File: src/verilog/eeprom_ctl_pkg.sv
// Constants shared by the serial EEPROM access and autoload block
package eeprom_ctl_pkg;

	// ----------------------------------------------------------------
	// Register map
	// ----------------------------------------------------------------
	localparam int unsigned     ADDR_W       = 8;
	localparam logic [7:0]      CTL_OFS      = 8'h70;
	localparam logic [1:0]      RESP_OKAY    = 2'h0;
	localparam logic [1:0]      RESP_SLVERR  = 2'h2;

	// ----------------------------------------------------------------
	// Field positions in the control/status word
	// ----------------------------------------------------------------
	localparam int unsigned     START_BIT    = 0;
	localparam int unsigned     CMD_BIT      = 1;
	localparam int unsigned     ERR_BIT      = 2;
	localparam int unsigned     DONE_BIT     = 3;
	localparam int unsigned     DIV_LSB      = 4;
	localparam int unsigned     DIS_BIT      = 6;
	localparam int unsigned     FAST_BIT     = 7;
	localparam int unsigned     BUSY_BIT     = 8;
	localparam int unsigned     WADDR_LSB    = 9;
	localparam int unsigned     DATA_LSB     = 16;

	// ----------------------------------------------------------------
	// Reset values
	// ----------------------------------------------------------------
	localparam logic [1:0]      DIV_RST      = 2'h0;
	localparam logic            DIS_RST      = 1'b0;
	localparam logic            FAST_RST     = 1'b1;
	localparam logic [6:0]      WADDR_RST    = 7'h00;
	localparam logic [15:0]     DATA_RST     = 16'h0000;

	// ----------------------------------------------------------------
	// Timing: divide ratios of the core clock, one serial bit per ratio
	// ----------------------------------------------------------------
	localparam int unsigned     DIV_RATIO_0  = 8192;
	localparam int unsigned     DIV_RATIO_1  = 4096;
	localparam int unsigned     DIV_RATIO_2  = 2048;
	localparam int unsigned     DIV_RATIO_3  = 256;
	localparam int unsigned     PHASES       = 4;
	localparam int unsigned     FAST_FACTOR  = 8;

	// ----------------------------------------------------------------
	// Two-wire framing
	// ----------------------------------------------------------------
	localparam logic [6:0]      DEV_ADDR     = 7'h50;
	localparam int unsigned     AL_WORDS     = 8;
	localparam logic [3:0]      ACK_BIT_IDX  = 4'h8;
	localparam logic [2:0]      K_START      = 3'h0;
	localparam logic [2:0]      K_TX         = 3'h1;
	localparam logic [2:0]      K_RX_ACK     = 3'h2;
	localparam logic [2:0]      K_RX_NACK    = 3'h3;
	localparam logic [2:0]      K_STOP       = 3'h4;

	typedef enum logic [3:0] {
		ST_IDLE  = 4'b0001,
		ST_START = 4'b0010,
		ST_BYTE  = 4'b0100,
		ST_STOP  = 4'b1000
	} eng_state_e;

endpackage

File: src/verilog/eeprom_ctl.sv
// Serial EEPROM access, autoload and AXI4-Lite control/status register
// Contract
// - A 0 to 1 write of start while not busy launches one cycle; command 0 reads, 1 writes
// - Hardware clears start when the requested EEPROM operation has ended
// - A write cycle sends the 16-bit data field to the EEPROM
// - A read cycle that ends with no missing acknowledge places the returned word in the data field
// - Read-only error flag sets on any missing acknowledge, else stays clear
// - Read-only complete flag sets only after a successful autoload
// - Serial clock divides core clock by 8192, 4096, 2048 or 256; default first
// - Autoload runs while the disable bit is 0, skipped when 1; resets to 0
// - Fast bit, reset to 1, makes autoload eight times faster
// - In-progress flag is 1 exactly while an autoload is underway
// - The seven-bit word address selects the location of software cycles
module eeprom_ctl #(
	parameter int unsigned DIV_0 = eeprom_ctl_pkg::DIV_RATIO_0,
	parameter int unsigned DIV_1 = eeprom_ctl_pkg::DIV_RATIO_1,
	parameter int unsigned DIV_2 = eeprom_ctl_pkg::DIV_RATIO_2,
	parameter int unsigned DIV_3 = eeprom_ctl_pkg::DIV_RATIO_3
) (
	// Clock and reset
	input  wire logic        clk_i,
	input  wire logic        arst_n_i,
	// AXI4-Lite write
	input  wire logic [7:0]  s_axi_awaddr_i,
	input  wire logic        s_axi_awvalid_i,
	output logic             s_axi_awready_o,
	input  wire logic [31:0] s_axi_wdata_i,
	input  wire logic [3:0]  s_axi_wstrb_i,
	input  wire logic        s_axi_wvalid_i,
	output logic             s_axi_wready_o,
	output logic [1:0]       s_axi_bresp_o,
	output logic             s_axi_bvalid_o,
	input  wire logic        s_axi_bready_i,
	// AXI4-Lite read
	input  wire logic [7:0]  s_axi_araddr_i,
	input  wire logic        s_axi_arvalid_i,
	output logic             s_axi_arready_o,
	output logic [31:0]      s_axi_rdata_o,
	output logic [1:0]       s_axi_rresp_o,
	output logic             s_axi_rvalid_o,
	input  wire logic        s_axi_rready_i,
	// EEPROM two-wire link
	output logic             scl_o,
	input  wire logic        sda_i,
	output logic             sda_o,
	output logic             sda_oe_o,
	// Autoloaded configuration words
	output logic             cfg_we_o,
	output logic [6:0]       cfg_addr_o,
	output logic [15:0]      cfg_data_o
);

	// ----------------------------------------------------------------
	// Functions
	// ----------------------------------------------------------------
	function automatic logic [2:0] step_of(input logic wr,
		input logic [2:0] seq);
		logic [2:0] k;
		k = eeprom_ctl_pkg::K_STOP;
		if (seq == 3'h0) begin
			k = eeprom_ctl_pkg::K_START;
		end else if (seq <= 3'h2) begin
			k = eeprom_ctl_pkg::K_TX;
		end else if (wr) begin
			if (seq <= 3'h4) begin
				k = eeprom_ctl_pkg::K_TX;
			end
		end else begin
			case (seq)
				3'h3: k = eeprom_ctl_pkg::K_START;
				3'h4: k = eeprom_ctl_pkg::K_TX;
				3'h5: k = eeprom_ctl_pkg::K_RX_ACK;
				3'h6: k = eeprom_ctl_pkg::K_RX_NACK;
				default: k = eeprom_ctl_pkg::K_STOP;
			endcase
		end
		return k;
	endfunction

	function automatic logic [7:0] tx_of(input logic wr,
		input logic [2:0] seq, input logic [6:0] addr,
		input logic [15:0] data);
		logic [7:0] b;
		b = {eeprom_ctl_pkg::DEV_ADDR, 1'b0};
		case (seq)
			3'h2: b = {addr, 1'b0};
			3'h3: b = data[15:8];
			3'h4: b = wr ? data[7:0] : {eeprom_ctl_pkg::DEV_ADDR, 1'b1};
			default: b = {eeprom_ctl_pkg::DEV_ADDR, 1'b0};
		endcase
		return b;
	endfunction

	function automatic eeprom_ctl_pkg::eng_state_e state_of(
		input logic [2:0] k);
		eeprom_ctl_pkg::eng_state_e s;
		case (k)
			eeprom_ctl_pkg::K_START: s = eeprom_ctl_pkg::ST_START;
			eeprom_ctl_pkg::K_STOP:  s = eeprom_ctl_pkg::ST_STOP;
			default:                 s = eeprom_ctl_pkg::ST_BYTE;
		endcase
		return s;
	endfunction

	// Quarter of one serial bit, minus one, in core clock cycles
	function automatic logic [12:0] quarter_of(input logic [1:0] sel,
		input logic fast);
		int unsigned r;
		case (sel)
			2'h0: r = DIV_0;
			2'h1: r = DIV_1;
			2'h2: r = DIV_2;
			default: r = DIV_3;
		endcase
		r = r / eeprom_ctl_pkg::PHASES;
		if (fast) begin
			r = r / eeprom_ctl_pkg::FAST_FACTOR;
		end
		if (r == 0) begin
			r = 1;
		end
		return 13'(r - 1);
	endfunction

	// ----------------------------------------------------------------
	// Reset release
	// ----------------------------------------------------------------
	logic [1:0] rst_sync_r;
	logic       rst_n;

	always_ff @(posedge clk_i or negedge arst_n_i) begin
		if (!arst_n_i) begin
			rst_sync_r <= 2'h0;
		end else begin
			rst_sync_r <= {rst_sync_r[0], 1'b1};
		end
	end
	assign rst_n = rst_sync_r[1];

	// ----------------------------------------------------------------
	// Declarations
	// ----------------------------------------------------------------
	logic        aw_held_r, w_held_r, bvalid_r, rvalid_r;
	logic        awready_r, wready_r, arready_r;
	logic [7:0]  aw_addr_r;
	logic [31:0] w_data_r, rdata_r;
	logic [3:0]  w_strb_r;
	logic [1:0]  bresp_r, rresp_r;
	logic        start_r, cmd_r, err_r, done_r, dis_r, fast_r;
	logic [1:0]  div_r;
	logic [6:0]  waddr_r;
	logic [15:0] data_r;
	logic        al_pend_r, al_busy_r;
	logic [6:0]  al_word_r;
	logic        cfg_we_r;
	logic [6:0]  cfg_addr_r;
	logic [15:0] cfg_data_r;
	eeprom_ctl_pkg::eng_state_e st_r;
	logic [2:0]  seq_r;
	logic [1:0]  ph_r;
	logic [3:0]  bit_r;
	logic [12:0] div_cnt_r;
	logic [7:0]  tx_sh_r;
	logic [15:0] rx_word_r, op_data_r;
	logic [6:0]  op_addr_r;
	logic        op_wr_r, op_al_r, nack_r;
	logic        scl_r, sda_r;

	// ----------------------------------------------------------------
	// Decode
	// ----------------------------------------------------------------
	logic        wr_do, wr_hit, wr_map, ar_fire, ar_map;
	logic        aw_fire, w_fire, busy, eng_idle, go, tick, fin;
	logic [31:0] reg_word, wmask, wval;
	logic [2:0]  cur_kind, nxt_kind;
	logic [7:0]  tx_next;
	logic        sw_start, al_first, scl_want, sda_want, al_fast;

	assign aw_fire  = s_axi_awvalid_i & awready_r;
	assign w_fire   = s_axi_wvalid_i & wready_r;
	assign wr_do    = aw_held_r & w_held_r & ~bvalid_r;
	assign wr_map   = aw_addr_r[7:2] == eeprom_ctl_pkg::CTL_OFS[7:2];
	assign wr_hit   = wr_do & wr_map;
	assign ar_fire  = s_axi_arvalid_i & arready_r;
	assign ar_map   = s_axi_araddr_i[7:2] == eeprom_ctl_pkg::CTL_OFS[7:2];
	assign reg_word = {data_r, waddr_r, al_busy_r, fast_r, dis_r, div_r,
		done_r, err_r, cmd_r, start_r};
	assign wmask    = {{8{w_strb_r[3]}}, {8{w_strb_r[2]}},
		{8{w_strb_r[1]}}, {8{w_strb_r[0]}}};
	assign wval     = (reg_word & ~wmask) | (w_data_r & wmask);

	assign eng_idle = st_r == eeprom_ctl_pkg::ST_IDLE;
	assign busy     = start_r | al_busy_r | ~eng_idle;
	assign sw_start = wr_hit & ~busy
		& wval[eeprom_ctl_pkg::START_BIT];
	assign al_first = al_pend_r & ~dis_r & ~busy;
	// Autoload words chain back to back while the in-progress flag holds
	assign go       = eng_idle & (al_busy_r | start_r);
	assign tick     = ~eng_idle & (div_cnt_r == 13'h0000);
	assign fin      = tick & (st_r == eeprom_ctl_pkg::ST_STOP)
		& (ph_r == 2'h3);
	// While idle the next access is known only from the autoload state;
	// the stored one still describes the access that just ended
	assign al_fast  = (eng_idle ? al_busy_r : op_al_r) & fast_r;
	assign cur_kind = step_of(op_wr_r, seq_r);
	assign nxt_kind = step_of(op_wr_r, seq_r + 3'h1);
	assign tx_next  = tx_of(op_wr_r, seq_r + 3'h1, op_addr_r, op_data_r);

	// ----------------------------------------------------------------
	// AXI4-Lite slave
	// ----------------------------------------------------------------
	always_ff @(posedge clk_i or negedge rst_n) begin
		if (!rst_n) begin
			aw_held_r <= 1'b0;
			w_held_r  <= 1'b0;
			awready_r <= 1'b0;
			wready_r  <= 1'b0;
			aw_addr_r <= 8'h00;
			w_data_r  <= 32'h0000_0000;
			w_strb_r  <= 4'h0;
		end else begin
			aw_held_r <= aw_held_r ? ~wr_do : aw_fire;
			w_held_r  <= w_held_r ? ~wr_do : w_fire;
			awready_r <= aw_held_r ? wr_do : ~aw_fire;
			wready_r  <= w_held_r ? wr_do : ~w_fire;
			if (aw_fire) begin
				aw_addr_r <= s_axi_awaddr_i;
			end
			if (w_fire) begin
				w_data_r <= s_axi_wdata_i;
				w_strb_r <= s_axi_wstrb_i;
			end
		end
	end

	always_ff @(posedge clk_i or negedge rst_n) begin
		if (!rst_n) begin
			bvalid_r  <= 1'b0;
			bresp_r   <= eeprom_ctl_pkg::RESP_OKAY;
			rvalid_r  <= 1'b0;
			arready_r <= 1'b0;
			rdata_r   <= 32'h0000_0000;
			rresp_r   <= eeprom_ctl_pkg::RESP_OKAY;
		end else begin
			if (wr_do) begin
				bvalid_r <= 1'b1;
				bresp_r  <= wr_map ? eeprom_ctl_pkg::RESP_OKAY
					: eeprom_ctl_pkg::RESP_SLVERR;
			end else if (s_axi_bready_i) begin
				bvalid_r <= 1'b0;
			end
			if (ar_fire) begin
				rvalid_r  <= 1'b1;
				arready_r <= 1'b0;
				rdata_r   <= ar_map ? reg_word : 32'h0000_0000;
				rresp_r   <= ar_map ? eeprom_ctl_pkg::RESP_OKAY
					: eeprom_ctl_pkg::RESP_SLVERR;
			end else if (rvalid_r) begin
				rvalid_r  <= ~s_axi_rready_i;
				arready_r <= s_axi_rready_i;
			end else begin
				arready_r <= 1'b1;
			end
		end
	end

	// ----------------------------------------------------------------
	// Control/status fields
	// ----------------------------------------------------------------
	always_ff @(posedge clk_i or negedge rst_n) begin
		if (!rst_n) begin
			start_r <= 1'b0;
			cmd_r   <= 1'b0;
			waddr_r <= eeprom_ctl_pkg::WADDR_RST;
			data_r  <= eeprom_ctl_pkg::DATA_RST;
			div_r   <= eeprom_ctl_pkg::DIV_RST;
			dis_r   <= eeprom_ctl_pkg::DIS_RST;
			fast_r  <= eeprom_ctl_pkg::FAST_RST;
		end else begin
			if (wr_hit) begin
				div_r  <= wval[eeprom_ctl_pkg::DIV_LSB +: 2];
				dis_r  <= wval[eeprom_ctl_pkg::DIS_BIT];
				fast_r <= wval[eeprom_ctl_pkg::FAST_BIT];
			end
			// Busy ignores the whole access part of the write
			if (wr_hit & ~busy) begin
				cmd_r   <= wval[eeprom_ctl_pkg::CMD_BIT];
				waddr_r <= wval[eeprom_ctl_pkg::WADDR_LSB +: 7];
				data_r  <= wval[eeprom_ctl_pkg::DATA_LSB +: 16];
			end
			if (sw_start) begin
				start_r <= 1'b1;
			end else if (fin & ~op_al_r) begin
				start_r <= 1'b0;
				if (~op_wr_r & ~nack_r) begin
					data_r <= rx_word_r;
				end
			end
		end
	end

	// ----------------------------------------------------------------
	// Error, autoload sequencing and configuration output
	// ----------------------------------------------------------------
	always_ff @(posedge clk_i or negedge rst_n) begin
		if (!rst_n) begin
			err_r      <= 1'b0;
			done_r     <= 1'b0;
			al_pend_r  <= 1'b1;
			al_busy_r  <= 1'b0;
			al_word_r  <= 7'h00;
			cfg_we_r   <= 1'b0;
			cfg_addr_r <= 7'h00;
			cfg_data_r <= 16'h0000;
		end else begin
			cfg_we_r <= 1'b0;
			// Re-arm when software turns autoload back on
			if (wr_hit) begin
				al_pend_r <= (al_pend_r | dis_r)
					& ~wval[eeprom_ctl_pkg::DIS_BIT];
			end
			if (sw_start) begin
				err_r <= 1'b0;
			end else if (al_first) begin
				err_r     <= 1'b0;
				done_r    <= 1'b0;
				al_pend_r <= 1'b0;
				al_busy_r <= 1'b1;
				al_word_r <= 7'h00;
			end else if (fin) begin
				if (nack_r) begin
					err_r <= 1'b1;
				end
				if (op_al_r) begin
					// A failed word aborts, leaving complete clear
					al_busy_r <= ~nack_r & (al_word_r !=
						7'(eeprom_ctl_pkg::AL_WORDS - 1));
					done_r    <= ~nack_r & (al_word_r ==
						7'(eeprom_ctl_pkg::AL_WORDS - 1));
					al_word_r <= al_word_r + 7'h01;
					cfg_we_r   <= ~nack_r;
					cfg_addr_r <= al_word_r;
					cfg_data_r <= rx_word_r;
				end
			end
		end
	end

	// ----------------------------------------------------------------
	// Bit clock divider
	// ----------------------------------------------------------------
	always_ff @(posedge clk_i or negedge rst_n) begin
		if (!rst_n) begin
			div_cnt_r <= 13'h0000;
		end else if (eng_idle | tick) begin
			div_cnt_r <= quarter_of(div_r, al_fast);
		end else begin
			div_cnt_r <= div_cnt_r - 13'h0001;
		end
	end

	// ----------------------------------------------------------------
	// Two-wire engine
	// ----------------------------------------------------------------
	always_ff @(posedge clk_i or negedge rst_n) begin
		if (!rst_n) begin
			st_r      <= eeprom_ctl_pkg::ST_IDLE;
			seq_r     <= 3'h0;
			ph_r      <= 2'h0;
			bit_r     <= 4'h0;
			tx_sh_r   <= 8'h00;
			rx_word_r <= 16'h0000;
			op_wr_r   <= 1'b0;
			op_al_r   <= 1'b0;
			op_addr_r <= 7'h00;
			op_data_r <= 16'h0000;
			nack_r    <= 1'b0;
		end else if (go) begin
			st_r      <= eeprom_ctl_pkg::ST_START;
			seq_r     <= 3'h0;
			ph_r      <= 2'h0;
			nack_r    <= 1'b0;
			op_al_r   <= al_busy_r;
			op_wr_r   <= ~al_busy_r & cmd_r;
			op_addr_r <= al_busy_r ? al_word_r : waddr_r;
			op_data_r <= data_r;
		end else if (tick) begin
			ph_r <= ph_r + 2'h1;
			case (st_r)
				eeprom_ctl_pkg::ST_START: begin
					if (ph_r == 2'h3) begin
						seq_r   <= seq_r + 3'h1;
						st_r    <= state_of(nxt_kind);
						bit_r   <= 4'h0;
						tx_sh_r <= tx_next;
					end
				end
				eeprom_ctl_pkg::ST_BYTE: begin
					if (ph_r == 2'h2) begin
						if (bit_r == eeprom_ctl_pkg::ACK_BIT_IDX) begin
							if (cur_kind == eeprom_ctl_pkg::K_TX && sda_i) begin
								nack_r <= 1'b1;
							end
						end else if (cur_kind != eeprom_ctl_pkg::K_TX) begin
							rx_word_r <= {rx_word_r[14:0], sda_i};
						end
					end
					if (ph_r == 2'h3) begin
						if (bit_r != eeprom_ctl_pkg::ACK_BIT_IDX) begin
							bit_r   <= bit_r + 4'h1;
							tx_sh_r <= {tx_sh_r[6:0], 1'b0};
						end else if (nack_r) begin
							st_r <= eeprom_ctl_pkg::ST_STOP;
						end else begin
							seq_r   <= seq_r + 3'h1;
							st_r    <= state_of(nxt_kind);
							bit_r   <= 4'h0;
							tx_sh_r <= tx_next;
						end
					end
				end
				eeprom_ctl_pkg::ST_STOP: begin
					if (ph_r == 2'h3) begin
						st_r <= eeprom_ctl_pkg::ST_IDLE;
					end
				end
				default: st_r <= eeprom_ctl_pkg::ST_IDLE;
			endcase
		end
	end

	// ----------------------------------------------------------------
	// Pin levels: clock high in middle phases (phases 1 to 3 in stop), byte data moves while low
	// ----------------------------------------------------------------
	always_comb begin
		scl_want = 1'b1;
		sda_want = 1'b1;
		case (st_r)
			eeprom_ctl_pkg::ST_START: begin
				scl_want = (ph_r == 2'h1) | (ph_r == 2'h2);
				sda_want = ~ph_r[1];
			end
			eeprom_ctl_pkg::ST_BYTE: begin
				scl_want = (ph_r == 2'h1) | (ph_r == 2'h2);
				if (bit_r == eeprom_ctl_pkg::ACK_BIT_IDX) begin
					sda_want = cur_kind != eeprom_ctl_pkg::K_RX_ACK;
				end else if (cur_kind == eeprom_ctl_pkg::K_TX) begin
					sda_want = tx_sh_r[7];
				end
			end
			eeprom_ctl_pkg::ST_STOP: begin
				scl_want = ph_r != 2'h0;
				sda_want = ph_r[1];
			end
			default: begin
				scl_want = 1'b1;
				sda_want = 1'b1;
			end
		endcase
	end

	always_ff @(posedge clk_i or negedge rst_n) begin
		if (!rst_n) begin
			scl_r <= 1'b1;
			sda_r <= 1'b0;
		end else begin
			scl_r <= scl_want;
			// Kept as the pull-low enable so the pin leaves a flop
			sda_r <= ~sda_want;
		end
	end

	// ----------------------------------------------------------------
	// Outputs
	// ----------------------------------------------------------------
	assign s_axi_awready_o = awready_r;
	assign s_axi_wready_o  = wready_r;
	assign s_axi_bvalid_o  = bvalid_r;
	assign s_axi_bresp_o   = bresp_r;
	assign s_axi_arready_o = arready_r;
	assign s_axi_rvalid_o  = rvalid_r;
	assign s_axi_rdata_o   = rdata_r;
	assign s_axi_rresp_o   = rresp_r;
	assign scl_o           = scl_r;
	// Open drain: only ever pulls low
	assign sda_o           = 1'b0;
	assign sda_oe_o        = sda_r;
	assign cfg_we_o        = cfg_we_r;
	assign cfg_addr_o      = cfg_addr_r;
	assign cfg_data_o      = cfg_data_r;

endmodule

File: config.mk
export PLATFORM = sky130hd
export DESIGN_NAME = eeprom_ctl
export DESIGN_NICKNAME = d
export VERILOG_FILES = /design/src/verilog/eeprom_ctl_pkg.sv /design/src/verilog/eeprom_ctl.sv
export SDC_FILE = /design/constraint.sdc
export NUM_CORES = 1
export LEC_CHECK = 0
export BUFFER_PORTS_ARGS = -buffer_cell sky130_fd_sc_hd__buf_2
export CORE_MARGIN = 2
export CORE_UTILIZATION = 52
export DETAILED_ROUTE_END_ITERATION = 12
export PLACE_DENSITY = 0.81
export RECOVER_POWER = 25
export SLEW_MARGIN = 0
export SYNTH_ARGS = -nofsm -noshare
export SYNTH_HDL_FRONTEND = slang
export SYNTH_SLANG_ARGS = --single-unit
File: constraint.sdc
create_clock -name clk_i -period 6.7 [get_ports clk_i]
set_clock_uncertainty 0.05 [all_clocks]
set_input_delay 0.335 -clock clk_i [delete_from_list [all_inputs] [get_ports clk_i]]
set_output_delay 0.335 -clock clk_i [all_outputs]
set_load 0.01 [all_outputs]
==> impl_metrics.ini <==
[routing]
routed_via_density = 5.73
vias = 7145
wirelength_mm = 21.6
ant_nets = 0
firstDrtPassIters = 7
drt-initial-drc-count = 585
drc = 0
wl_per_cell_microns = 17.3

[power]
p_per_area_nw_per_um2 = 276
pwr-share-clk = 0.395
seqPwrFrac = 0.513
ir_drop_v = 0.000180
p_sw_mw = 0.735
p_comb_frac = 0.093
p_sw_frac = 0.235
power_leakage_nw = 5.34
p_int_mw = 2.40

[status]
violations = max-capacitance violations, max-slew violations
status = finished with violations

[floorplanning]
num_rows = 50
die_y_microns = 142
start_util = 0.531
die-area_sq_um = 20200
core-area_sq_um = 18700
fp.dieW_microns = 142
ios = 128

[yosys]
avgSynthCellArea_sq_um = 11.1
synth_edf_count = 0
ys.flop_type = dfrtp_1
async_reset_ff_frac = 1.00
postSynthCellCount = 895
yosysWarnings = 0
ys_top_cells_by_area = dfrtp_1 55%, mux2_2 7.4%, nand2_1 7.1%, a22o_1 3.2%, mux2i_1 2.7%
ys_types = 72
syn-cell-area_sq_um = 9930
yosysSeqAreaShare = 0.565
synth.top_cell.area_share = 0.555
synth_seq_cells = 224
synth_area_leader_cell = dfrtp_1

[placed_design]
gp_congestion = 0.893
dp_hpwl_mm = 14.6
io_buffers = 117

[clocking]
clkTransAtPathRegs_ns = 0.06
cts_resized = 0
cts_made_buffers = 23
cts.sinks = 224
clk_latency_ns = 0.50
htreeDepth = 1
cts_buffer_depth = 3
cts_tree = yes
hold_buffers = 2
cts_setup_buffers = 0
cts_root_buffer = clkbuf_16

[worst_setup_path]
critPathMaxStageDelay_ns = 0.94
cp_slowest_cell = and3_1
critical_path_arrival_ns = 4.00
path_max_fanout = 29
start_kind = flop
cp.required_ns = 6.99
path_cells = nor4_4 -> nor4b_1 -> and3_1 -> o21ai_0 -> o21ai_0 -> o31ai_1
crit_top_cell = o21ai_0
crit_type = flop to flop
cp-end-kind = flop

[timing]
period_minus_slack_ns = 3.71
whs_ns = 0.0141
relSlewSlack = -0.722
final_max_slew_viol_count = 134
tightestPinTransition_ns = 2.58
hold_viol = 0
fin_crit_sh = 0.553
finalSetupViolCount = 0
fmax_ghz = 0.270
setup_tns_ns = 0
rsz0062_at_grt = false

[final_layout]
fill_cells = 1491
area_growth_pct = 14.2
layout-drive-gt1-share = 0.202
n_antenna_cell = 0
utilization = 0.606
nets = 1073

[job]
maxCapViolations = 3

[global_route]
grt.overflow.total = 0
grt_max_degree = 160
grt_pass1_wl_mm = 35.7
grt_pass1_vias = 7109
antenna_found_initial = 0
track_usage = 0.217

[hold_path]
min_path_type = primary input to flop
-- flip-flops by register name (all words and copies together), names as in the netlist, 2 cells and up, named ones only --
| register | flops |
|---|---|
| aw_addr_r | 6 |
| s_axi_rdata_o | 32 |
| op_addr_r | 7 |
| w_strb_r | 4 |
| cfg_data_o | 16 |
| seq_r | 3 |
| cfg_addr_o | 7 |
| w_data_r | 29 |
| st_r | 4 |
| tx_sh_r | 8 |
| rst_sync_r | 2 |
| ph_r | 2 |
| rx_word_r | 16 |
| data_r | 16 |
| bit_r | 4 |
| div_cnt_r | 13 |
| op_data_r | 16 |
| al_word_r | 7 |
-- cell type report --
type | instances | area (sq um) | share of cell area
Sequential cell | 224 | 5610 | 0.495
Inverter | 20 | 75.1 | 0.00662
Tap cell | 234 | 293 | 0.0258
Clock inverter | 10 | 108 | 0.00949
Timing Repair Buffer | 126 | 601 | 0.0530
Clock buffer | 29 | 618 | 0.0545
Multi-Input combinational cell | 603 | 4030 | 0.356
-- worst max-delay path, delay by kind of cell (launching register included) --
kind,cells,cell delay [ns]
AOI/OAI and AO/OA,3,0.88
DFF,1,0.45
and+or+nand+nor,3,2.17
-- power groups by stage --
stage                     registers (mW)  clock network [mW]  logic (mW)
final                               1.61                1.24       0.290
after global routing                1.63                1.32       0.319
after global placement              1.62                   0       0.281
after CTS                           1.61                1.26       0.295
after floorplan                     1.61                   0       0.215
after detailed placement            1.63                   0       0.293
-- routing by layer --
layer  global-route usage  share of wire
met3               0.0303          0.047
met5                    0              0
met1                0.308           0.45
met4               0.0726          0.023
met2                0.348           0.48
-- logic make-up after synthesis --
| logic type | synth area share |
|---|---|
| AND/OR/NAND/NOR | 0.145 |
| flip-flops | 0.565 |
| AO/OA/AOI/OAI | 0.113 |
| multiplexers | 0.116 |
| buffers and inverters | 0.0320 |
| adder cells (fa/ha/maj) | 0.0189 |
| XOR/XNOR | 0.00882 |
| other | 0.000757 |
-- through the flow --
step | power [mW] | cells | setup WS, ns | area (sq um)
after floorplan | 1.82 | 897 | 2.97 | 9930
after global placement | 1.90 | 1205 | 3.22 | 10700
after detailed placement | 1.92 | 1205 | 3.15 | 10700
after CTS | 3.16 | 1246 | 3.05 | 11400
after global routing | 3.26 | 1246 | 2.68 | 11300
final | 3.13 | 1246 | 2.99 | 11300
-- cell usage in the layout, fill, tap and decap left out, types with 6 or more instances in the layout --
cell and n:
nand2_1 187, nand3_1 9, nor3_1 8, nor2_1 38, ha_1 15, buf_2 67
inv_1 20, nand2b_1 6, clkbuf_16 23, mux2_4 10, dfrtp_1 220, a31oi_1 6
a22o_1 36, xnor2_1 6, mux2i_1 27, and2_1 8, mux2_2 65, clkbuf_1 56
o21ai_0 54, a21oi_1 28
-- synth_stat cells, drive strengths merged (8+ instances only) --
master    n
mux2     75
mux2i    27
buf      18
ha       15
a21oi    28
dfrtp   220
clkbuf   32
nand2   187
o21ai    57
nor2     39
inv      20
nor3      8
nand3     9
and2     10
a22o     36
-- path summary, 6_finish.rpt --
check                                  start           endpoint  depth (start not counted)  slack (ns)
setup / recovery                div_cnt_r[3]       al_word_r[6]                          6        2.99
hold / removal             s_axi_awaddr_i[5]       aw_addr_r[5]                          2        0.01
setup reg to reg                div_cnt_r[3]       al_word_r[6]                          6        2.99
hold reg to reg                rst_sync_r[0]      rst_sync_r[1]                          0        0.31
max in group asynchronous      rst_sync_r[1]  s_axi_rdata_o[23]                          1        3.78
min in group asynchronous           arst_n_i      rst_sync_r[0]                          2        0.11
No activity file was read; power rests on OpenSTA's default activity.
